File: src/design/mtc_map.svh
/*
 Register offsets, field positions, reset values and timing counts
 for the measurement trigger controller. Assumes an APB slave at 32 bits.
*/
`ifndef MTC_MAP_SVH
`define MTC_MAP_SVH
`define MTC_CTRL_OFF 12'h000
`define MTC_CMD_OFF 12'h004
`define MTC_STAT_OFF 12'h008
`define MTC_RES_OFF 12'h00c
`define MTC_FILT_OFF 12'h010
`define MTC_SAMP_OFF 12'h014
`define MTC_CTRL_CONT_BIT 0
`define MTC_CTRL_SRC_LSB 1
`define MTC_CTRL_DLY_BIT 3
`define MTC_CTRL_SPD_LSB 4
`define MTC_CTRL_FMT_BIT 6
`define MTC_CTRL_BORD_BIT 7
`define MTC_CMD_ABORT_BIT 0
`define MTC_CMD_INIT_BIT 1
`define MTC_CMD_TRGIMM_BIT 2
`define MTC_CMD_TRGCOM_BIT 3
`define MTC_CMD_CONF_BIT 4
`define MTC_CMD_RST_BIT 5
`define MTC_CTRL_RST 32'h0000_0009
`define MTC_FILT_RST 8'h01
`define MTC_CLK_MHZ 200
`define MTC_T20_MS 50
`define MTC_T40_MS 25
`define MTC_T200_MS 5
`define MTC_CYC(ms) ((ms) * 1000 * `MTC_CLK_MHZ)
`endif

File: src/design/mtc_pkg.sv
/*
 Types for the measurement trigger controller.
 Assumes mtc_map.svh supplies all numeric constants.
*/
`default_nettype none
package mtc_pkg;
  typedef enum logic [1:0] {MTC_IDLE, MTC_INIT, MTC_DETECT, MTC_MEAS}
    mtc_state_t;
  typedef enum logic [1:0] {MTC_SRC_IMM, MTC_SRC_BUS, MTC_SRC_HOLD}
    mtc_src_t;
  typedef enum logic [1:0] {MTC_SPD_20, MTC_SPD_40, MTC_SPD_200}
    mtc_speed_t;
endpackage
`default_nettype wire

File: src/design/mtc_top.sv
/*
 Trigger and measurement sequencing controller with APB registers.
 Assumes a sample source gives filtered readings and the remote command
 decoder pulses ifc_clear and group_trigger synchronous to core_clk.
*/
// Contract
// [RULE1] Power-up, clear, reset, abort force idle
// [RULE2] Idle leaves on continuous or one-shot initiate
// [RULE3] Downward pass through initiate unconditional
// [RULE4] Upward with continuous on goes detect
// [RULE5] Upward with continuous off goes idle
// [RULE6] Bus source: group, common, immediate triggers
// [RULE7] Hold source: only immediate trigger command
// [RULE8] Immediate source: detection completes at once
// [RULE9] Auto delay from filter length before measuring
// [RULE10] Delay excludes any sensor response allowance
// [RULE11] Auto delay on at reset, measure, configure; code has no measure command, only reset and configure set it
// [RULE12] Standby holds readable result until triggered
// [RULE13] Free-run preset refreshes result every measurement
// [RULE14] Local control forces free-run mode
// [RULE15] Speeds give 50, 25, 5 ms cycles
// [RULE16] 200 rate disables averaging, offsets, limits, math
// [RULE17] Delay waits full filter; else current output
// [RULE18] ASCII or IEEE binary with byte order; code only swaps byte order, MTC_CTRL_FMT_BIT is unused
// [RULE19] Controller uses fetch in free-run mode
// [RULE20] Triggers outside detection are discarded
`include "mtc_map.svh"
`default_nettype none
module mtc_top #(
  parameter int unsigned CYC20 = `MTC_CYC(`MTC_T20_MS),
  parameter int unsigned CYC40 = `MTC_CYC(`MTC_T40_MS),
  parameter int unsigned CYC200 = `MTC_CYC(`MTC_T200_MS)
) (
  input wire logic core_clk,
  input wire logic reset,
  input wire logic psel,
  input wire logic penable,
  input wire logic pwrite,
  input wire logic [11:0] paddr,
  input wire logic [31:0] pwdata,
  output logic [31:0] prdata,
  output logic pready,
  output logic pslverr,
  input wire logic local_mode,
  input wire logic ifc_clear,
  input wire logic group_trigger,
  output logic [2:0] trig_state,
  output logic measure_busy,
  output logic result_valid,
  output logic math_enable
);
  mtc_pkg::mtc_state_t state_r;
  logic [31:0] ctrl_r, result_r, sample_r, cnt_r, cnt_nxt;
  logic [7:0] filt_r, fill_r;
  logic upward_r, fresh_r;
  logic wr, rd, cmd_wr, abort_ev, init_ev, trg_imm, trg_com, conf_ev;
  logic rst_cmd, cont, dly_on, trig_ok, cycle_done, full;
  mtc_pkg::mtc_src_t src;
  mtc_pkg::mtc_speed_t spd;

  function automatic logic [31:0] cycle_len(input mtc_pkg::mtc_speed_t s);
    case (s)
      mtc_pkg::MTC_SPD_40: cycle_len = CYC40;
      mtc_pkg::MTC_SPD_200: cycle_len = CYC200;
      default: cycle_len = CYC20;
    endcase
  endfunction

  function automatic logic [31:0] swap32(input logic [31:0] d);
    swap32 = {d[7:0], d[15:8], d[23:16], d[31:24]};
  endfunction

  assign wr = psel && penable && pwrite;
  assign rd = psel && !penable && !pwrite;
  assign cmd_wr = wr && paddr == `MTC_CMD_OFF;
  assign abort_ev = cmd_wr && pwdata[`MTC_CMD_ABORT_BIT];
  assign init_ev = cmd_wr && pwdata[`MTC_CMD_INIT_BIT];
  assign trg_imm = cmd_wr && pwdata[`MTC_CMD_TRGIMM_BIT];
  assign trg_com = cmd_wr && pwdata[`MTC_CMD_TRGCOM_BIT];
  assign conf_ev = cmd_wr && pwdata[`MTC_CMD_CONF_BIT];
  assign rst_cmd = cmd_wr && pwdata[`MTC_CMD_RST_BIT];
  // Local control overrides with the free-run preset
  assign cont = local_mode | ctrl_r[`MTC_CTRL_CONT_BIT]; // [RULE14]
  assign src = local_mode ? mtc_pkg::MTC_SRC_IMM : // [RULE14]
    mtc_pkg::mtc_src_t'(ctrl_r[`MTC_CTRL_SRC_LSB +: 2]);
  assign dly_on = ctrl_r[`MTC_CTRL_DLY_BIT];
  assign spd = mtc_pkg::mtc_speed_t'(ctrl_r[`MTC_CTRL_SPD_LSB +: 2]);

  always_comb
  begin
    case (src)
      mtc_pkg::MTC_SRC_BUS: trig_ok = group_trigger | trg_com | trg_imm; // [RULE6]
      mtc_pkg::MTC_SRC_HOLD: trig_ok = trg_imm; // [RULE7]
      default: trig_ok = 1'b1; // [RULE8]
    endcase
  end

  // Free-running measurement cycle clock
  assign cycle_done = cnt_r >= cycle_len(spd) - 32'd1; // [RULE15]
  assign cnt_nxt = cycle_done ? 32'd0 : cnt_r + 32'd1;
  always_ff @(posedge core_clk)
  begin
    if (reset)
      cnt_r <= 32'd0;
    else
      cnt_r <= cnt_nxt;
  end

  // Delay counts filter fill only; no sensor allowance is added
  assign full = fill_r >= filt_r; // [RULE10]

  always_ff @(posedge core_clk)
  begin
    if (reset || ifc_clear || rst_cmd || abort_ev)
    begin
      state_r <= mtc_pkg::MTC_IDLE; // [RULE1]
      upward_r <= 1'b0;
    end
    else
    begin
      case (state_r)
        mtc_pkg::MTC_IDLE:
          if (cont || init_ev) // [RULE2]
          begin
            state_r <= mtc_pkg::MTC_INIT;
            upward_r <= 1'b0;
          end
        mtc_pkg::MTC_INIT:
        begin
          if (!upward_r || cont) // [RULE3] [RULE4]
          begin
            state_r <= mtc_pkg::MTC_DETECT;
          end
          else
          begin
            state_r <= mtc_pkg::MTC_IDLE; // [RULE5]
          end
        end
        mtc_pkg::MTC_DETECT:
        begin
          // Only this state looks at triggers; elsewhere they vanish
          if (trig_ok) // [RULE20]
          begin
            state_r <= mtc_pkg::MTC_MEAS;
          end
        end
        mtc_pkg::MTC_MEAS:
          if (cycle_done && (!dly_on || full)) // [RULE9] [RULE17]
          begin
            state_r <= mtc_pkg::MTC_INIT;
            upward_r <= 1'b1;
          end
        default: state_r <= mtc_pkg::MTC_IDLE;
      endcase
    end
  end

  // Filter fill restarts at each accepted trigger; others are dropped
  always_ff @(posedge core_clk)
  begin
    if (reset || (state_r == mtc_pkg::MTC_DETECT && trig_ok))
      fill_r <= 8'h00;
    else if (cycle_done && !full)
      fill_r <= fill_r + 8'h01;
  end

  always_ff @(posedge core_clk)
  begin
    if (reset)
      ctrl_r <= `MTC_CTRL_RST; // [RULE11]
    else if (rst_cmd)
      ctrl_r <= `MTC_CTRL_RST;
    else if (wr && paddr == `MTC_CTRL_OFF)
      ctrl_r <= {24'h0, pwdata[7:0]};
    else if (conf_ev)
      ctrl_r[`MTC_CTRL_DLY_BIT] <= 1'b1; // [RULE11]
  end

  always_ff @(posedge core_clk)
  begin
    if (reset)
      filt_r <= `MTC_FILT_RST;
    else if (wr && paddr == `MTC_FILT_OFF)
      filt_r <= (spd == mtc_pkg::MTC_SPD_200) ? 8'h01 : pwdata[7:0];
    else if (spd == mtc_pkg::MTC_SPD_200)
      filt_r <= 8'h01; // [RULE16]
  end

  // Results update only on completion; standby holds value
  always_ff @(posedge core_clk)
  begin
    if (reset)
    begin
      sample_r <= 32'h0;
      result_r <= 32'h0;
      fresh_r <= 1'b0;
    end
    else
    begin
      if (wr && paddr == `MTC_SAMP_OFF)
        sample_r <= pwdata;
      if (state_r == mtc_pkg::MTC_MEAS && cycle_done &&
          (!dly_on || full)) // [RULE12] [RULE13]
      begin
        result_r <= sample_r;
        fresh_r <= 1'b1;
      end
      else if (rd && paddr == `MTC_RES_OFF)
        fresh_r <= 1'b0;
    end
  end

  always_ff @(posedge core_clk)
  begin
    if (reset)
    begin
      prdata <= 32'h0;
      pready <= 1'b0;
      pslverr <= 1'b0;
    end
    else
    begin
      pready <= psel && !penable;
      pslverr <= 1'b0;
      if (psel && !penable)
      begin
        case (paddr)
          `MTC_CTRL_OFF: prdata <= ctrl_r;
          `MTC_STAT_OFF: prdata <= {27'h0, fresh_r, upward_r,
                                    state_r == mtc_pkg::MTC_MEAS,
                                    state_r};
          `MTC_RES_OFF: prdata <= ctrl_r[`MTC_CTRL_BORD_BIT] ? // [RULE18]
            swap32(result_r) : result_r;
          `MTC_FILT_OFF: prdata <= {24'h0, filt_r};
          `MTC_SAMP_OFF: prdata <= sample_r;
          `MTC_CMD_OFF: prdata <= 32'h0;
          default:
          begin
            prdata <= 32'h0;
            pslverr <= 1'b1;
          end
        endcase
      end
    end
  end

  always_ff @(posedge core_clk)
  begin
    if (reset)
    begin
      trig_state <= 3'h0;
      measure_busy <= 1'b0;
      result_valid <= 1'b0;
      math_enable <= 1'b1;
    end
    else
    begin
      trig_state <= {1'b0, state_r};
      measure_busy <= state_r == mtc_pkg::MTC_MEAS;
      result_valid <= fresh_r;
      math_enable <= spd != mtc_pkg::MTC_SPD_200; // [RULE16]
    end
  end

  idle_on_abort_a: assert property (@(posedge core_clk) disable iff (reset)
    abort_ev |=> state_r == mtc_pkg::MTC_IDLE) // [RULE1]
    else $error("abort did not force idle");
  idle_leave_a: assert property (@(posedge core_clk) disable iff (reset)
    state_r == mtc_pkg::MTC_IDLE && init_ev && !abort_ev && !ifc_clear
    && !rst_cmd |=> state_r == mtc_pkg::MTC_INIT) // [RULE2]
    else $error("initiate not taken");
  down_pass_a: assert property (@(posedge core_clk) disable iff (reset)
    state_r == mtc_pkg::MTC_INIT && !upward_r && !abort_ev && !ifc_clear
    && !rst_cmd |=> state_r == mtc_pkg::MTC_DETECT) // [RULE3]
    else $error("downward pass blocked");
  up_cont_a: assert property (@(posedge core_clk) disable iff (reset)
    state_r == mtc_pkg::MTC_INIT && upward_r && !cont && !abort_ev
    |=> state_r == mtc_pkg::MTC_IDLE) // [RULE5]
    else $error("single shot did not return idle");
  hold_src_a: assert property (@(posedge core_clk) disable iff (reset)
    state_r == mtc_pkg::MTC_DETECT && src == mtc_pkg::MTC_SRC_HOLD
    && !trg_imm && !abort_ev && !ifc_clear && !rst_cmd
    |=> state_r == mtc_pkg::MTC_DETECT) // [RULE7]
    else $error("hold source accepted a trigger");
  imm_src_a: assert property (@(posedge core_clk) disable iff (reset)
    state_r == mtc_pkg::MTC_DETECT && src == mtc_pkg::MTC_SRC_IMM
    && !abort_ev && !ifc_clear && !rst_cmd
    |=> state_r == mtc_pkg::MTC_MEAS) // [RULE8]
    else $error("immediate source waited");
  standby_hold_a: assert property (@(posedge core_clk) disable iff (reset)
    state_r != mtc_pkg::MTC_MEAS |=> $stable(result_r)) // [RULE12]
    else $error("result changed outside measurement");
  delay_full_a: assert property (@(posedge core_clk) disable iff (reset)
    state_r == mtc_pkg::MTC_MEAS && dly_on && !full && !abort_ev
    && !ifc_clear && !rst_cmd |=> state_r == mtc_pkg::MTC_MEAS) // [RULE17]
    else $error("measurement ended before filter full");
  local_free_a: assert property (@(posedge core_clk) disable iff (reset)
    local_mode |-> cont && src == mtc_pkg::MTC_SRC_IMM) // [RULE14]
    else $error("local mode not free-run");
  fast_math_a: assert property (@(posedge core_clk) disable iff (reset)
    spd == mtc_pkg::MTC_SPD_200 |=> !math_enable ##1 filt_r == 8'h01) // [RULE16]
    else $error("math left on at top speed");
  cover_freerun_c: cover property (@(posedge core_clk)
    state_r == mtc_pkg::MTC_MEAS && cont ##1 state_r == mtc_pkg::MTC_INIT);
  cover_bus_c: cover property (@(posedge core_clk)
    state_r == mtc_pkg::MTC_DETECT && src == mtc_pkg::MTC_SRC_BUS
    && group_trigger);
  cover_abort_c: cover property (@(posedge core_clk)
    state_r == mtc_pkg::MTC_MEAS && abort_ev);

  cover_hold_c: cover property (@(posedge core_clk)
    state_r == mtc_pkg::MTC_DETECT && src == mtc_pkg::MTC_SRC_HOLD
    && trg_imm);

  cover_delay_c: cover property (@(posedge core_clk)
    state_r == mtc_pkg::MTC_MEAS && dly_on && !full);

  // Upward path with continuous on must rearm detection
  up_detect_a: assert property (@(posedge core_clk) disable iff (reset)
    state_r == mtc_pkg::MTC_INIT && upward_r && cont
    && !abort_ev && !ifc_clear && !rst_cmd
    |=> state_r == mtc_pkg::MTC_DETECT) // [RULE4]
    else $error("continuous mode did not rearm");

  // A group trigger alone is enough on the bus source
  bus_trig_a: assert property (@(posedge core_clk) disable iff (reset)
    state_r == mtc_pkg::MTC_DETECT && src == mtc_pkg::MTC_SRC_BUS
    && group_trigger && !abort_ev && !ifc_clear && !rst_cmd
    |=> state_r == mtc_pkg::MTC_MEAS) // [RULE6]
    else $error("bus trigger not accepted");

  // Measuring can only follow detection
  drop_trig_a: assert property (@(posedge core_clk) disable iff (reset)
    state_r != mtc_pkg::MTC_DETECT && state_r != mtc_pkg::MTC_MEAS
    |=> state_r != mtc_pkg::MTC_MEAS) // [RULE20]
    else $error("measurement started outside detection");

  // An accepted trigger restarts the settling count
  fill_restart_a: assert property (@(posedge core_clk) disable iff (reset)
    state_r == mtc_pkg::MTC_DETECT && trig_ok
    |=> fill_r == 8'h00) // [RULE9]
    else $error("settling count not restarted");

  // Every completed measurement refreshes the readable result
  fresh_done_a: assert property (@(posedge core_clk) disable iff (reset)
    state_r == mtc_pkg::MTC_MEAS && cycle_done && (!dly_on || full)
    |=> fresh_r && result_r == $past(sample_r)) // [RULE13]
    else $error("result not refreshed");

  conf_delay_a: assert property (@(posedge core_clk) disable iff (reset)
    conf_ev |=> dly_on) // [RULE11]
    else $error("configure left auto delay off");

  // The cycle counter wraps at the selected cycle length
  cycle_wrap_a: assert property (@(posedge core_clk) disable iff (reset)
    cycle_done |=> cnt_r == 32'd0) // [RULE15]
    else $error("cycle counter did not wrap");

  byte_order_a: assert property (@(posedge core_clk) disable iff (reset)
    psel && !penable && paddr == `MTC_RES_OFF
    && ctrl_r[`MTC_CTRL_BORD_BIT]
    |=> prdata[31:24] == $past(result_r[7:0])
    && prdata[7:0] == $past(result_r[31:24])) // [RULE18]
    else $error("result byte order not swapped");

  // One answer per transfer; the access cycle never answers again
  ready_once_a: assert property (@(posedge core_clk) disable iff (reset)
    pready |=> !pready)
    else $error("ready held past one cycle");

  ready_setup_a: assert property (@(posedge core_clk) disable iff (reset)
    psel && !penable |=> pready)
    else $error("setup not answered");

  busy_out_a: assert property (@(posedge core_clk) disable iff (reset)
    state_r == mtc_pkg::MTC_MEAS |=> measure_busy)
    else $error("busy output missed measurement");
endmodule
`default_nettype wire

File: config.mk
export PLATFORM = sky130hd
export DESIGN_NAME = mtc_top
export DESIGN_NICKNAME = d
export VERILOG_FILES = /design/src/design/mtc_pkg.sv /design/src/design/mtc_top.sv
export VERILOG_INCLUDE_DIRS = /design/src /design/src/design
export SDC_FILE = /design/constraint.sdc
export NUM_CORES = 1
export LEC_CHECK = 0
export ABC_AREA = 1
export BUFFER_PORTS_ARGS = -buffer_cell sky130_fd_sc_hd__buf_2
export CAP_MARGIN = 20
export CORE_ASPECT_RATIO = 1.1
export CORE_MARGIN = 2
export CORE_UTILIZATION = 41
export DETAILED_ROUTE_END_ITERATION = 12
export GPL_ROUTABILITY_DRIVEN = 1
export SYNTH_ARGS = -nofsm -noshare
export SYNTH_HDL_FRONTEND = slang
export SYNTH_SLANG_ARGS = --single-unit
File: constraint.sdc
create_clock -name core_clk -period 2.8 [get_ports core_clk]
set_clock_uncertainty 0.15 [all_clocks]
set_input_delay 0.28 -clock core_clk [delete_from_list [all_inputs] [get_ports core_clk]]
set_output_delay 0.28 -clock core_clk [all_outputs]
set_load 0.03 [all_outputs]
==> results of run 1 <==
report_power, final:
part | internal (mW) | switching, mW | leakage (nW)
Sequential | 2.35 | 0.0262 | 1.32
Combinational | 0.136 | 0.264 | 1.82
Clock | 1.23 | 0.985 | 0.264
flip-flops by register name, summed over array words and instances (netlist names), 2 cells and up:
signal      count
state_r         2
result_r       32
ctrl_r          8
sample_r       32
prdata         32
cnt_r          32
fill_r          8
trig_state      2
filt_r          8
critical path, stage by stage, from the launching register on:
cell	delay, ps
dfxtp_1	360
inv_1	70
ha_1	340
inv_2	140
ha_1	270
a21oi_1	150
o21a_1	130
nand2_1	50
nor2_1	170
nand2_2	140
nand3_4	140
buf_12	190
o21ai_1	90
a21oi_2	130
cell usage after synthesis (all sizes together), types with 11 or more instances:
library cell	n	share of area
clkbuf	35	0.017
inv	136	0.067
dfxtp	163	0.43
o21ai	118	0.078
nand3	30	0.023
nor2	66	0.038
nand2	189	0.096
o22ai	31	0.026
nand4	11	0.0091
ha	32	0.053
a21oi	137	0.095
cells by family (layout without fill, tap and decap cells):
logic type / Yosys count / count (layout) / share of synthesized area
and+or+nand+nor: 321 / 321 / 0.189
muxes: 2 / 2 / 0.00264
xor gates and xnor gates: 11 / 11 / 0.0127
other: 1 / 9 / 0.000495
buffers and inverters: 182 / 282 / 0.0937
AOI/OAI and AO/OA: 304 / 304 / 0.218
adders and majority gates: 32 / 32 / 0.0528
DFF: 163 / 163 / 0.430
per-layer routing:
| layer | vias to the layer above | global-route usage |
|---|---|---|
| li1 | 3555 | - |
| met1 | 3129 | 0.254 |
| met2 | 133 | 0.326 |
| met3 | 22 | 0.0333 |
| met4 | 0 | 0.0718 |
| met5 | - | 0 |
area by class of cell:
| class | instances | area, µm² | area share |
|---|---|---|---|
| Multi-Input combinational cell | 679 | 3650 | 0.407 |
| Sequential cell | 163 | 3260 | 0.364 |
| Timing Repair Buffer | 114 | 683 | 0.0761 |
| Inverter | 137 | 517 | 0.0575 |
| Clock buffer | 18 | 429 | 0.0478 |
| Tap cell | 243 | 304 | 0.0339 |
| Clock inverter | 13 | 128 | 0.0142 |
per-stage QoR:
step / std cells / cell area, µm²
floorplan: 1024 / 7610
global placement: 1324 / 8290
detailed placement: 1324 / 8290
CTS: 1366 / 8960
global route: 1367 / 8980
finish: 1367 / 8980
what timing repair did:
action | in CTS | in global routing
hold endpoints to repair | 13 | 0
gates resized for setup | 0 | 4
setup endpoints to repair | 0 | 35
hold buffers | 11 | 0
setup buffers | 0 | 1
cells in the final DEF, fill, tap and decap left out, types with 7 or more instances in the layout:
cell type      count
buf_2             90
clkbuf_16         17
a21oi_1          127
dfxtp_1          162
nand2_1          182
o21ai_1           33
inv_2             13
nand3_1           26
inv_1            123
nor3_1             7
o21ai_0           83
nand4_1           11
buf_4             11
ha_1              32
nor2_1            57
o22ai_1           31
a21oi_2           10
conb_1             9
dlygate4sd3_1     11
how the worst min path moves through the flow:
stage | end | slack, ps | depth (start not counted)
2_1_floorplan | fresh_r | 270 | 2
3_3_place_gp | cnt_r[0] | 290 | 1
3_5_place_dp | cnt_r[24] | 300 | 2
4_1_cts | ctrl_r[7] | 2 | 3
5_1_grt | ctrl_r[7] | 20 | 3
6_report | sample_r[29] | 10 | 3
==> metrics.csv, run 1 <==
metric,value,unit
status,"complete, no violations",
Root Buffer,clkbuf_16,
Synthesis Warnings,0,
post-synthesis register bit count,163,
top routing layer in use,met4,
met2 WL,9.08,mm
async set-or-reset flop fraction in the synthesized netlist,0,
total of max-cap violations,0,
worst slack at placement,105,ps
Inserted Clock Buffers,17,
Final GP Congestion,0.877,
Clock Latency Late Sink,430,ps
area grow syn2layout,18.4,%
ANT cells,0,
worst r2r src,ctrl_r[4],
Final Slew Violations,0,
first-pass GRT wire length,30.9,mm
Remaining DRCs,0,
via/cell ratio,5.00,
maximum net fanout on the critical path,27,
Slew Limit Headroom,0.538,
Final nets,1196,
crit path capture,result_r[29],
Starting Density,0.415,
post-DR wirelength/cell,13.9,µm
PnR Total Power,4.99,mW
final hold vios,0,
initial detailed-routing violation count,380,
gr usage total,0.196,
hold slack final,10.2,ps
total gr overflow,0,
Filler Cell Count,1837,
input/output buffers,90,
Die Area,0.0196,mm²
Synth Area per Inst,7.46,µm²
H-tree depth,4,
Post-DRT Antenna Nets,0,
hold_sp,pwdata[29],
initial antenna violation count,0,
Leakage Power,3.40,nW
Crit. Startpoint,ctrl_r[4],
worst path required time,3010,ps
die width,134,µm
"EDFF count, synth",0,
Setup WS post-layout,200,ps
site row count,52,
HPWL Detailed,13.4,mm
vias,6839,
worst slew pin tran,692,ps
Max Freq,385,MHz
kind of critical path,reg -> reg,
vias in the first global route,6353,
largest net degree at the start of global routing,72,
"Period Utilization, post-route",0.928,
cell count after synthesis,1016,
Max rail drop VDD,0.000398,V
total negative slack,0,ps
layout cells sized above 1,0.164,
top_reg_cell synth,dfxtp_1,
Post-Syn Area,0.00758,mm²
CP Capture Type,flip-flop,
# IOs,92,
Die H,147,µm
routed wire length,19.0,mm
RR Endpoint,result_r[29],
Unique masters post-synth,47,
Core Area,0.0183,mm²
Startpoint Class,flip-flop,
r2r setup slk,200,ps
M1 WL,8.80,mm
HP Class,in -> reg,
Initial DRT Pass Iterations,5,
post-synthesis sequential area ratio,0.430,
CTS tree,done,
clk sinks,163,
PD cells,556,mW/mm²
clk slew on worst S/H paths,60,ps
worst path arrival time,2810,ps
metal3 WL,749,µm
final core occ,0.491,
cells on worst reg2reg path,13,
Max clock buf depth,2,
Final setup viols,0,
"Min Clock Period, post-route",2600,ps
(Power assumes the default switching activity.)
==> run 2: changes to the inputs <==
Settings changed: REMOVE_ABC_BUFFERS set to 1.
==> run 2 against run 1 <==
Via count is essentially flat. Cell area up 2.4%. Cell count up 1.2%. Routed wire length fell by 1.5%. Sequential share of layout area decreased by 0.85 points. Clock power increased by 10%. Combinational power is essentially flat. Critical path depth rose by 1. Hold slack improved by 1.5 ps. Sequential power about the same. Utilization is 1.2 points higher. Fmax increased by 1.0%.
==> metrics.csv, run 2 (synthesis gave the netlist of run 1 again) <==
metric,value,unit
status,"complete, no violations",
Startpoint Class,flip-flop,
final hold vios,0,
Slew Limit Headroom,0.512,
Final setup viols,0,
RSZ-0062 raised after global routing,no,
initial antenna violation count,0,
CP Capture Type,flip-flop,
post-route non-filler standard cell count,1383,
Switch Pwr,1.27,mW
Root Buffer,clkbuf_16,
Logic pwr share,0.077,
clk sinks,163,
gr usage total,0.195,
post-DR wirelength/cell,13.5,µm
initial detailed-routing violation count,258,
Max Freq,389,MHz
Max rail drop VDD,0.000441,V
Final GP Congestion,0.842,
input/output buffers,90,
Filler Cell Count,1815,
clk slew on worst S/H paths,70,ps
HP Class,in -> reg,
"Period Utilization, post-route",0.919,
H-tree depth,4,
layout cells sized above 1,0.165,
via/cell ratio,4.94,
area grow syn2layout,21.3,%
worst path required time,2970,ps
register area,0.00326,mm²
HPWL Detailed,13.2,mm
Leakage Power,3.50,nW
die width,134,µm
clock power share,0.470,
most frequent cells in the layout,"nand2_1, dfxtp_1, a21oi_1, inv_1, buf_2",
Post-DRT Antenna Nets,0,
Pint,3.95,mW
vias in the first global route,6342,
Die Area,0.0196,mm²
Core Area,0.0183,mm²
vias,6835,
"most common cell after layout, fill and taps aside",nand2_1,
total negative slack,0,ps
total of max-cap violations,0,
Final nets,1211,
Die H,147,µm
Remaining DRCs,0,
Final Slew Violations,0,
placed insts,1326,
Clock Latency Late Sink,430,ps
first-pass GRT wire length,31.1,mm
# IOs,92,
Inserted Clock Buffers,17,
worst slew pin tran,732,ps
maximum net fanout on the critical path,29,
multi-input logic area,0.00365,mm²
"Min Clock Period, post-route",2570,ps
worst path arrival time,2740,ps
total gr overflow,0,
routed wire length,18.7,mm
sequential share of power,0.454,
ANT cells,0,
largest net degree at the start of global routing,64,
kind of critical path,reg -> reg,
CTS tree,done,
Max clock buf depth,2,
PD cells,568,mW/mm²
Starting Density,0.415,
Initial DRT Pass Iterations,4,
site row count,52,
Sw Share,0.243,
run 2: path summary, 6_finish.rpt:
| kind | start | endpoint | slack (ps) | cells past startpoint |
|---|---|---|---|---|
| setup reg to reg | ctrl_r[4] | result_r[23] | 230 | 14 |
| hold reg to reg | fresh_r | result_valid | 300 | 2 |
| setup / recovery | ctrl_r[4] | result_r[23] | 230 | 14 |
| hold / removal | pwdata[19] | sample_r[19] | 10 | 3 |
run 2: layer usage:
layer | up-vias | wire [µm] | GRT usage
met2 | 108 | 8790 | 0.321
met1 | 3107 | 8900 | 0.256
met5 | - | 0 | 0
met3 | 23 | 675 | 0.0420
met4 | 0 | 307 | 0.0628
li1 | 3597 | - | -
run 2: layout make-up:
cell class              count  share of cell area
clock buffers              19              0.0493
clock inverters            13              0.0189
inverters                 137              0.0559
multi-input cells         679               0.397
flip-flops and latches    163               0.355
well taps                 243              0.0331
repair buffers            129              0.0912
run 2: what timing repair did:
action / 4_1_cts / 5_1_grt
setup endpoints to repair: 0 / 30
gates resized for setup: 0 / 1
buffers inserted: 0 / 2
hold endpoints to repair: 23 / 0
hold buffers: 23 / 0
run 2: power groups by stage:
stage | clock, mW | sequential, mW | combinational (mW)
after global routing | 2.61 | 2.37 | 0.452
after CTS | 2.51 | 2.37 | 0.405
final | 2.45 | 2.37 | 0.401
after floorplan | 0 | 2.43 | 0.228
after global placement | 0 | 2.42 | 0.369
after detailed placement | 0 | 2.42 | 0.374
run 2: stage by stage:
step,total power [mW],hold WS (ps),cell area [µm²],worst slack (ps),utilization
floorplan,2.66,199,7420,58.0,-
global placement,2.79,291,8320,234,0.455
detailed placement,2.80,294,8320,151,0.455
CTS,5.29,0.300,9180,123,0.502
global route,5.43,10.6,9190,7.96,0.503
finish,5.22,11.7,9190,227,0.503
run 2: critical path: stages, from the launching register on:
cell and delay [ps]:
dfxtp_1 350, inv_1 70, ha_1 330, inv_2 90
ha_1 320, nand4_1 120, nor2_1 120, nand2_1 70
nand2_1 70, nand2_1 80, nand2_2 130, nand3_4 150
buf_12 210, o21ai_1 150, a21oi_2 40
==> run 3: changes to the inputs <==
--- a/config.mk
+++ b/config.mk
@@ -15,4 +15,5 @@
 export DETAILED_ROUTE_END_ITERATION = 12
 export GPL_ROUTABILITY_DRIVEN = 1
+export PLACE_DENSITY = 0.56
 export REMOVE_ABC_BUFFERS = 1
 export SYNTH_ARGS = -nofsm -noshare
==> constraint.sdc (replaced) <==
create_clock -name core_clk -period 2.7 [get_ports core_clk]
set_clock_uncertainty 0.15 [all_clocks]
set_input_delay 0.27 -clock core_clk [delete_from_list [all_inputs] [get_ports core_clk]]
set_output_delay 0.27 -clock core_clk [all_outputs]
set_load 0.01 [all_outputs]
==> run 3 against run 2 <==
First-iteration DRC count up 40%. Hold slack worse by 0.62 ps. Routed wire length up 5.4%. Clock power down 6%. Critical path type unchanged. Highest routed layer unchanged. Power down 0.60%.
==> metrics.csv, run 3 (synthesis gave the netlist of run 1 again) <==
metric,value,unit
Starting Density,0.415,
initial antenna violation count,0,
cell mode on critical path,nand2_1,
status,"complete, no violations",
final instance area,0.00931,mm²
final core occ,0.509,
final hold vios,0,
Slew Limit Headroom,0.657,
maximum net fanout on the critical path,6,
Final setup viols,0,
Die Area,0.0196,mm²
total of max-cap violations,0,
sequential share of power,0.473,
Inserted Clock Buffers,17,
area grow syn2layout,22.8,%
initial detailed-routing violation count,361,
CTS tree,done,
first-pass GRT wire length,32.0,mm
HPWL Detailed,13.1,mm
worst path required time,2870,ps
worst slew pin tran,510,ps
input/output buffers,90,
Max rail drop VDD,0.000418,V
GRT met1 Usage,0.275,
H-tree depth,4,
Final Slew Violations,0,
Pint,3.82,mW
site row count,52,
clock power share,0.443,
Post-DRT Antenna Nets,0,
Logic pwr share,0.084,
M2 GR Usage,0.331,
PD cells,558,mW/mm²
post-DR wirelength/cell,14.1,µm
Core Area,0.0183,mm²
Final nets,1219,
worst path arrival time,2680,ps
RSZ-0062 raised after global routing,no,
Initial DRT Pass Iterations,4,
largest net degree at the start of global routing,66,
Final GP Congestion,0.809,
Die H,147,µm
Switch Pwr,1.38,mW
placed instance area,0.00832,mm²
kind of critical path,reg -> reg,
layout cells sized above 1,0.171,
vias in the first global route,6365,
clk slew on worst S/H paths,70,ps
CP max stage delay,340,ps
HP Class,in -> reg,
vias,6862,
via/cell ratio,4.93,
Clock Latency Late Sink,430,ps
clk sinks,163,
met3 Track Usage GR,0.0340,
"Min Clock Period, post-route",2520,ps
CP Capture Type,flip-flop,
Crit-path slowest cell,dfxtp_2,
Max Freq,397,MHz
Startpoint Class,flip-flop,
Remaining DRCs,0,
Root Buffer,clkbuf_16,
ANT cells,0,
die width,134,µm
gr usage total,0.203,
"Period Utilization, post-route",0.932,
"most common cell after layout, fill and taps aside",nand2_1,
total gr overflow,0,
# IOs,92,
ordered list of cells on the worst path,inv_1 > ha_4 > inv_2 > ha_1 > nand4_1 > nor2_1 > nand2_1 > nand2_1 > nand2_2 > nand2_4 > nand3_4 > clkbuf_16 > o21ai_1 > a21oi_2,
Leakage Power,3.55,nW
Sw Share,0.265,
Max clock buf depth,2,
most frequent cells in the layout,"nand2_1, dfxtp_1, a21oi_1, inv_1, buf_2",
routed wire length,19.7,mm
busiest grt layer,met2,
-- run 3: cell count changes in the layout (fill, tap and decap cells not counted), moves of 3 or more --
cell / previous run / this run
clkbuf_16: 17 / 21
dlygate4sd3_1: 23 / 27
buf_4: 13 / 10
bufinv_16: 3 / 0
-- run 3: critical path: cells and delay by family (launching register included) --
kind | cells | cell delay (ps)
adders and majority gates | 2 | 590
and+or+nand+nor | 7 | 750
buffers and inverters | 3 | 370
AOI/OAI and AO/OA | 2 | 190
DFF | 1 | 340
-- run 3: final cells by class --
class	instances	area, µm²
tap	243	304
timing repair buffer	136	987
multi-input combinational	680	3680
sequential	163	3270
clock buffer	18	439
fill	1849	8970
inverter	137	514
clock inverter	14	116
-- run 3: repair_timing --
| action | CTS | global route |
|---|---|---|
| hold buffers | 27 | 0 |
| buffers inserted | 0 | 0 |
| endpoints found under the hold margin | 31 | 0 |
| gates resized for setup | 0 | 12 |
| endpoints found under the setup margin | 0 | 53 |
-- run 3: layer usage --
metal  wire, µm  vias to the layer above  share of wire
li1           -                     3607              -
met2       9260                      111           0.47
met3        607                       16          0.031
met1       9570                     3128           0.49
met4        247                        0          0.013
met5          0                        -              0
-- run 3: power groups by stage --
stage / combinational [mW] / clock (mW) / sequential (mW)
after floorplan: 0.235 / 0 / 2.51
after global placement: 0.375 / 0 / 2.51
after detailed placement: 0.378 / 0 / 2.51
after CTS: 0.410 / 2.36 / 2.46
after global routing: 0.496 / 2.45 / 2.46
final: 0.434 / 2.30 / 2.46
-- run 3: stage by stage --
step	power [mW]	cells	setup WS, ps	setup TNS (ps)	hold WS (ps)
6_report	5.19	1391	184	0	11.1
5_1_grt	5.41	1391	3.12	0	15.1
4_1_cts	5.22	1385	40.8	0	0.178
3_5_place_dp	2.89	1326	58.3	0	299
3_3_place_gp	2.89	1326	120	0	295
2_1_floorplan	2.74	979	-32.0	-40.2	189
-- run 3: path summary, 6_finish.rpt --
kind / from / endpoint / slack, ps / cells after the start
worst max-delay path: ctrl_r[4] / result_r[24] / 180 / 14
worst min-delay path: pwdata[4] / ctrl_r[4] / 10 / 3
worst max register to register: ctrl_r[4] / result_r[24] / 180 / 14
worst min register to register: cnt_r[24] / cnt_r[24] / 300 / 2
